$ cat src/rsbp_consts.vh
// constants for the reset strap and boot pin configuration block
`ifndef RSBP_CONSTS_VH
`define RSBP_CONSTS_VH

`define RSBP_ROM_BOOT_VECTOR  32'h0000_8000
`define RSBP_EXT_BOOT_VECTOR  32'h0000_0000
`define RSBP_BOOT_NAND        3'h0
`define RSBP_BOOT_EXT_MEM     3'h1
`define RSBP_BOOT_SD          3'h2
`define RSBP_BOOT_UART        3'h3
`define RSBP_BOOT_USB         3'h4
`define RSBP_BOOT_SPI         3'h5
`define RSBP_BOOT_EMAC        3'h6
`define RSBP_BOOT_HOST        3'h7
`define RSBP_PIN_ALL_IO       2'h0
`define RSBP_PIN_FIRST_A14    2'h1
`define RSBP_PIN_FIRST_BA0    2'h2
`define RSBP_PIN_WIDE_BIT     2
`define RSBP_SETUP_CYCLES     8'h10
`define RSBP_STROBE_CYCLES    8'h40
`define RSBP_HOLD_CYCLES      8'h08
`define RSBP_OSC_LOW_RANGE    1'b0
`define RSBP_OSC_HIGH_RANGE   1'b1
`define RSBP_ADDR_LINES       23
`define RSBP_BOOT_PINS        16
`define RSBP_UPPER_PINS       7
`define RSBP_DATA_HI_PINS     8

`endif

$ cat src/rsbp_boot_pin_config.v
// reset strap decode: boot source, memory pin routing, wait states, osc range
// Function
// rom boot at 0x8000 unless code 001
// memory pin strap sampled at reset
// unclaimed, unenabled shared pins default to io
// enabled address pins contiguous from bank pin; the all-io route enables only pins 3-4, and route 3 only pins 2-15
// 23 address lines, 2 selects, 8/16 data
// 16-bit: upper bank=half-word, lower bank=a14
// 8-bit: bank pins are byte bits
// address pins 15-21 io until software
// strap codes select pin routing table
// boot address pins zero to fifteen
// strap never changes controller internals
// wait states reset to slowest timing
// oscillator range strap latched at reset
// board holds osc strap while running
// board avoids pin contention by strap
// boot source code decode map
// straps held constant until next reset
`timescale 1ns/1ps
`include "rsbp_consts.vh"
module rsbp_boot_pin_config #(
  // address line count
  parameter ADDR_W = `RSBP_ADDR_LINES,
  parameter BOOT_W = `RSBP_BOOT_PINS
) (
  input  wire              ref_clk_i,
  input  wire              reset_i,
  input  wire [2:0]        boot_source_strap_i,
  input  wire [2:0]        ext_mem_pin_strap_i,
  input  wire              osc_range_pin_i,
  input  wire              data_wide_i,
  input  wire              mem_ctrl_enable_i,
  input  wire              pin_a14_sel_i,
  input  wire [6:0]        upper_addr_sel_i,
  input  wire [ADDR_W-1:0] ctrl_addr_i,
  output reg  [31:0]       reset_vector_o,
  output reg  [7:0]        boot_mode_o,
  output reg               ext_boot_o,
  output reg               mem_bank_addr_pin_oe_o,
  output reg  [1:0]        mem_bank_addr_pin_o,
  output reg  [BOOT_W-1:0] boot_pin_is_mem_o,
  output reg  [BOOT_W-1:0] boot_pin_addr_o,
  output reg  [6:0]        mem_addr_pin_hi_en_o,
  output reg  [6:0]        mem_addr_pin_hi_o,
  output reg               mem_data_pin_hi_en_o,
  output reg  [7:0]        setup_cycles_o,
  output reg  [7:0]        strobe_cycles_o,
  output reg  [7:0]        hold_cycles_o,
  output reg               osc_range_strap_o,
  output wire              straps_valid_o
);
  // ==========================================================
  // strap capture
  wire [6:0] strap_w;
  // sample strap
  rsbp_strap_latch #(
    .WIDTH (7)
  ) u_latch (
    .ref_clk_i (ref_clk_i),
    .reset_i   (reset_i),
    .strap_i   ({osc_range_pin_i, ext_mem_pin_strap_i, boot_source_strap_i}),
    .strap_o   (strap_w),
    .valid_o   (straps_valid_o)
  );
  wire [2:0] boot_code = strap_w[2:0];
  wire [2:0] pin_code  = strap_w[5:3];
  wire [1:0] route     = pin_code[1:0];
  // ==========================================================
  // boot source and oscillator
  always @(posedge ref_clk_i)
  begin
    if (reset_i)
    begin
      reset_vector_o    <= `RSBP_ROM_BOOT_VECTOR;
      boot_mode_o       <= 8'h01;
      ext_boot_o        <= 1'b0;
      osc_range_strap_o <= `RSBP_OSC_LOW_RANGE;
    end
    else
    begin
      // vector select
      reset_vector_o <= (boot_code == `RSBP_BOOT_EXT_MEM) ?
                        `RSBP_EXT_BOOT_VECTOR : `RSBP_ROM_BOOT_VECTOR;
      ext_boot_o     <= (boot_code == `RSBP_BOOT_EXT_MEM);
      // one-hot boot mode
      boot_mode_o    <= 8'h01 << boot_code;
      // osc range hold
      osc_range_strap_o <= strap_w[6];
    end
  end
  // ==========================================================
  // wait state reset values, R11 strap not used here
  always @(posedge ref_clk_i)
  begin
    // slowest timing
    if (reset_i || !mem_ctrl_enable_i)
    begin
      setup_cycles_o  <= `RSBP_SETUP_CYCLES;
      strobe_cycles_o <= `RSBP_STROBE_CYCLES;
      hold_cycles_o   <= `RSBP_HOLD_CYCLES;
    end
    else
    begin
      setup_cycles_o  <= setup_cycles_o;
      strobe_cycles_o <= strobe_cycles_o;
      hold_cycles_o   <= hold_cycles_o;
    end
  end
  // ==========================================================
  // pin routing; pin 0 first/a14/ba0, pin 1 ba1, pin 2..15 a1..a14
  reg [BOOT_W-1:0] en_next;
  reg [BOOT_W-1:0] addr_next;
  reg [1:0]        ba_next;
  reg              half_bit;
  integer          i;
  always @*
  begin
    en_next   = {BOOT_W{1'b0}};
    addr_next = {BOOT_W{1'b0}};
    // bank pin mapping
    if (data_wide_i)
    begin
      half_bit = ctrl_addr_i[0];
      ba_next  = {ctrl_addr_i[0], ctrl_addr_i[14]};
    end
    else
    begin
      half_bit = ctrl_addr_i[1];
      ba_next  = ctrl_addr_i[1:0];
    end
    // routing table
    for (i = 2; i < BOOT_W; i = i + 1)
    begin
      addr_next[i] = ctrl_addr_i[i-1];
      // enables pins 2-15 contiguous, except the all-io route, which enables only pins 3-4
      if (route != `RSBP_PIN_ALL_IO)
        en_next[i] = 1'b1;
      else if (i == 3 || i == 4)
        en_next[i] = 1'b1;
    end
    addr_next[1] = half_bit;
    if (route == `RSBP_PIN_FIRST_A14)
    begin
      en_next[1:0]   = 2'h3;
      addr_next[0]   = ctrl_addr_i[14];
    end
    else if (route == `RSBP_PIN_FIRST_BA0)
    begin
      en_next[1:0]   = 2'h3;
      addr_next[0]   = ba_next[0];
    end
  end
  // default io
  always @(posedge ref_clk_i)
  begin
    if (reset_i)
    begin
      boot_pin_is_mem_o      <= {BOOT_W{1'b0}};
      boot_pin_addr_o        <= {BOOT_W{1'b0}};
      mem_bank_addr_pin_o    <= 2'h0;
      mem_bank_addr_pin_oe_o <= 1'b0;
      mem_addr_pin_hi_en_o   <= 7'h00;
      mem_addr_pin_hi_o      <= 7'h00;
      mem_data_pin_hi_en_o   <= 1'b0;
    end
    else
    begin
      boot_pin_is_mem_o      <= en_next;
      boot_pin_addr_o        <= addr_next;
      mem_bank_addr_pin_o    <= ba_next;
      mem_bank_addr_pin_oe_o <= en_next[1];
      // upper pins by software only
      mem_addr_pin_hi_en_o   <= upper_addr_sel_i & {!data_wide_i ? 1'b0 : 1'b1, 6'h3f};
      mem_addr_pin_hi_o      <= ctrl_addr_i[21:15];
      // wide data bits
      mem_data_pin_hi_en_o   <= pin_code[`RSBP_PIN_WIDE_BIT];
    end
  end
  wire unused_a14 = pin_a14_sel_i;
endmodule // rsbp_boot_pin_config

$ cat src/rsbp_strap_latch.v
// strap capture register held from reset release until the next reset
`timescale 1ns/1ps
module rsbp_strap_latch #(
  parameter WIDTH = 7
) (
  input  wire             ref_clk_i,
  input  wire             reset_i,
  input  wire [WIDTH-1:0] strap_i,
  output wire [WIDTH-1:0] strap_o,
  output wire             valid_o
);
  reg [WIDTH-1:0] strap_reg;
  reg             held_reg;
  // capture at release
  always @(posedge ref_clk_i)
  begin
    if (reset_i)
    begin
      held_reg <= 1'b0;
    end
    else if (!held_reg)
    begin
      strap_reg <= strap_i;
      held_reg  <= 1'b1;
    end
  end
  assign strap_o = held_reg ? strap_reg : strap_i;
  assign valid_o = held_reg;
endmodule // rsbp_strap_latch

$ cat config.mk
export PLATFORM = sky130hd
export DESIGN_NAME = rsbp_boot_pin_config
export DESIGN_NICKNAME = d
export VERILOG_FILES = /design/src/rsbp_boot_pin_config.v /design/src/rsbp_strap_latch.v
export VERILOG_INCLUDE_DIRS = /design/src
export SDC_FILE = /design/constraint.sdc
export NUM_CORES = 1
export LEC_CHECK = 0
export ABC_AREA = 0
export BUFFER_PORTS_ARGS = -buffer_cell sky130_fd_sc_hd__buf_2
export CAP_MARGIN = 20
export CORE_MARGIN = 4
export CORE_UTILIZATION = 45
export CTS_BUF_LIST = sky130_fd_sc_hd__clkbuf_8
export CTS_CLUSTER_DIAMETER = 150
export CTS_CLUSTER_SIZE = 28
export DETAILED_ROUTE_END_ITERATION = 16
export PLACE_DENSITY_LB_ADDON = 0.15
export SETUP_SLACK_MARGIN = 0.5
export SYNTH_ARGS = -nofsm -noshare
export SYNTH_HDL_FRONTEND = slang
export SYNTH_SLANG_ARGS = --single-unit
$ cat constraint.sdc
create_clock -name ref_clk_i -period 3.4 [get_ports ref_clk_i]
set_input_delay 0.34 -clock ref_clk_i [delete_from_list [all_inputs] [get_ports ref_clk_i]]
set_output_delay 0.34 -clock ref_clk_i [all_outputs]
set_load 0.005 [all_outputs]
Word level (Yosys, flattened, before mapping)
Cells that the tools add are included.

Eq/ne operators: 3. Shift operators: 1. Multiplexer cells: 12. Bitwise logic cells: 1. Reductions and logical operators: 1.

Operator list (number): $mux W16 (1); $shl A1 B3 Y8 const A (1); $and A7 B7 Y7 (1); $mux W7 (1); $mux W1 (6); $mux W2 (3); $mux W5 (1); $eq A3 B1 Y1 const B (1); $eq A2 B1 Y1 const B (1); $eq A2 B2 Y1 const B (1); $reduce_bool A2 Y1 (1).

Register bits after elaboration: 89. Input port bits: 42. Logic and storage cells: 32.

Longest topological paths before layout
Word-level depth: 5. Gate-level depth with buffers: 6.

By module
Synthesis repeated with hierarchy kept, for this count alone.

Cells, all modules: 198. Area, all modules: 2208.4 µm².

Modules (own cells, without submodules): rsbp_boot_pin_config (times used 1, cells an instance 181, area each 1858.0 µm²); rsbp_strap_latch (times used 1, cells an instance 17, area each 350.3 µm²).

Least setup slack after synthesis
No wires, ideal clock.

Path kind: register -> register. From: reg, netlist name boot_pin_is_mem_o[3]. To: reg boot_pin_addr_o[0]. Library setup time: 101 ps. Arrival time: 1366 ps. Required time: 3299 ps. Setup slack: 1933 ps. Stages on the path, launching flop included: 6. Path buffers: 1. Path through: dfxtp_1 > buf_6 > mux2i_1 > inv_1 > ha_1 > o41ai_1.

RTL lines: to (signal assigned) (RTL line rsbp_boot_pin_config.v:160) `boot_pin_addr_o <= {BOOT_W{1'b0}};`; to (signal assigned) (RTL line rsbp_boot_pin_config.v:170) `boot_pin_addr_o <= addr_next;`; to (decl) (RTL line rsbp_boot_pin_config.v:43) `output reg [BOOT_W-1:0] boot_pin_addr_o,`.

==> results.py <==
metrics = {
    "grt": {
        "antenna_found_initial": 0,
        "grt_pass1_wl_um": 5240,
        "grt_pass1_vias": 1135,
        "grt_overflow": 0,
        "grt_max_degree": 43,
        "track_usage": 0.110,
    },
    "power": {
        "leakagePower_uw": 0.00133,
        "peakVddDrop_mv": 0.182,
        "swShare": 0.216,
        "pwr-share-seq": 0.521,
        "power_frac_comb": 0.109,
        "switching_power_uw": 284,
        "clkPwrFrac": 0.371,
        "power.density_mw_per_mm2": 522,
        "fin_total_pwr_uw": 1320,
        "p_int_uw": 1030,
    },
    "detailed_routing": {
        "route.antenna.remaining_nets": 0,
        "drt_iter0_drc": 57,
        "wire_per_inst_um": 10.6,
        "vias": 1352,
        "wirelength_um": 3570,
        "dr.pass1.iters": 4,
        "drc": 0,
        "vias_per_cell": 4.04,
    },
    "sta": {
        "slew_violations": 0,
        "setup_viol": 0,
        "hold_viol": 0,
        "fin_tns_setup_ns": 0,
        "tightest_slew_ns": 0.695,
        "slew_headroom": 0.537,
        "layout_min_cycle_time_ns": 1.78,
        "max_freq_ghz": 0.562,
        "final.period_utilization": 0.523,
        "rsz0062_at_grt": "false",
        "fin_skew_ns": 0.00982,
    },
    "clock_tree": {
        "cts_sinks": 53,
        "cts_root_buffer": "clkbuf_8",
        "cts.repair.resized": 0,
        "cts_buffers": 5,
        "post_cts_buffers": 0,
        "clkTransAtPathRegs_ns": 0.10,
        "clk_path_buf_depth": 2,
        "cts_hold_buffers": 0,
        "cts_htree_levels": 2,
        "cts_tree": "yes",
        "clk_latency_ns": 0.30,
    },
    "synth": {
        "avgSynthCellArea_sq_um": 11.1,
        "syn_inst": 196,
        "ys_warn_count": 0,
        "seq_area_frac_synth": 0.520,
        "ys_ff_latch": 53,
        "syn_area_sq_mm": 0.00218,
        "synth.distinct_cells": 21,
    },
    "run": {
        "maxCapViolCount": 0,
    },
    "cells_and_area": {
        "seqCellArea_sq_mm": 0.00113,
        "syn2layout_area_growth_pct": 15.7,
        "largest_register_ffs": 16,
        "nets": 325,
        "largestRegisters": "boot_pin_addr_o (16), boot_mode_o (8)",
        "fillerInstances": 444,
        "fin_cells": 335,
        "regMostFlops": "boot_pin_addr_o",
        "antenna_cells": 0,
        "multi_input_area_sq_um": 659,
        "drive_gt1_frac": 0.409,
    },
    "setup_path": {
        "cp.required_ns": 3.60,
        "path_cells": "mux2i_1 -> inv_1 -> ha_1 -> o41ai_1",
        "worst_setup_path_start_kind": "register",
        "slowest_delay_ns": 0.71,
        "critPathKind": "register to register",
        "crit_fanout": 10,
        "slowest_stage": "dfxtp_1",
        "arrival_ns": 1.98,
        "cp-end-kind": "register",
    },
    "floorplanning": {
        "die-area_sq_mm": 0.00601,
        "rows": 25,
        "pin_count": 159,
        "initial_core_util": 0.464,
        "die_x_um": 77.6,
        "die_h_um": 77.6,
        "core_area_sq_mm": 0.00469,
    },
    "placement": {
        "globalplace.congestion": 0.704,
        "dp_hpwl_um": 2800,
        "placed_cells": 327,
        "io_buffers": 100,
    },
    "worst_hold_path": {
        "hold_class": "input pin to register",
    },
    "outcome": {
        "status": "finished, final reports clean",
    },
}
## logic make-up after synthesis
group / share of synthesized area
buf+inv: 0.269
flops: 0.520
simple gates: 0.124
mux: 0.0598
fa+ha+maj: 0.0172
compound gates: 0.00747
other cells: 0.00345
## routing by layer
metal	part of all wire	routed length [um]	global-route usage	vias up
met5	0	0	0	-
met4	0.013	48	0.0480	0
met3	0.12	418	0.0302	4
met2	0.51	1810	0.202	88
met1	0.36	1290	0.116	597
li1	-	-	-	663
## power groups by stage
stage	Combinational, uW	Sequential, uW	Clock [uW]
after floorplan	134	703	0
after global placement	143	700	0
after detailed placement	144	701	0
after CTS	144	686	506
after global routing	161	691	529
final	143	685	488
## cells in the final DEF, fill, tap and decap left out
master	synthesis	routed
nand3b_1	1	1
nor4_1	8	8
o41ai_1	1	1
dfxtp_1	46	46
nand4_1	1	1
clkbuf_8	0	5
conb_1	2	55
and3_1	1	1
o31ai_1	1	1
clkinv_2	0	1
bufinv_16	0	2
nor2b_1	28	28
and2_1	2	2
nor2_1	3	3
edfxtp_1	7	7
inv_2	2	2
buf_2	0	100
mux2i_4	3	3
mux2_2	2	2
mux2i_1	4	4
inv_1	5	5
ha_1	3	3
## critical path: cells and delay by family (launching register included)
kind,cells,cell delay [ns]
DFF,1,0.71
muxes,1,0.37
AOI/OAI and AO/OA,1,0.30
adders and majority gates,1,0.22
buffers and inverters,1,0.09
## Yosys cell counts
master,number,area (sq um)
nor2_1,3,11.3
o41ai_1,1,8.76
nand3b_1,1,7.51
mux2i_1,4,40.0
inv_1,5,18.8
ha_1,3,37.5
nand4_1,1,6.26
clkbuf_1,4,15.0
dfxtp_1,46,921
and2_1,2,12.5
mux2i_4,3,67.6
buf_6,1,11.3
and3_1,1,6.26
nor4_1,8,50.1
inv_2,2,7.51
nor2b_1,28,175
o31ai_1,1,7.51
mux2_2,2,22.5
conb_1,2,7.51
edfxtp_1,7,210
buf_4,71,533
## path summary, 6_finish.rpt
| kind | startpoint | to | slack [ns] | depth (start not counted) |
|---|---|---|---|---|
| max | boot_pin_is_mem_o[3] | boot_pin_addr_o[0] | 1.62 | 4 |
| min | ctrl_addr_i[2] | boot_pin_addr_o[3] | 0.24 | 2 |
| min reg2reg | u_latch.strap_reg[5] | u_latch.strap_reg[5] | 0.57 | 1 |
| max reg2reg | boot_pin_is_mem_o[3] | boot_pin_addr_o[0] | 1.62 | 4 |
## final cells by class
type                       instances  share of cell area
sequential                        53               0.449
clock buffer                       5              0.0273
multi-input combinational        113               0.262
clock inverter                     3              0.0258
tap                               54              0.0268
timing repair buffer             100               0.199
inverter                           7              0.0104
## per-stage QoR
stage / area (sq um) / setup WS, ns / utilization / hold WS, ns
after CTS: 2520 / 1.58 / 0.537 / 0.227
after detailed placement: 2380 / 1.62 / 0.508 / 0.553
after global placement: 2380 / 1.57 / 0.508 / 0.545
after floorplan: 2380 / 1.93 / - / 0.445
after global routing: 2520 / 1.42 / 0.537 / 0.224
final: 2520 / 1.62 / 0.537 / 0.239
No activity file was read; power rests on OpenSTA's default activity.
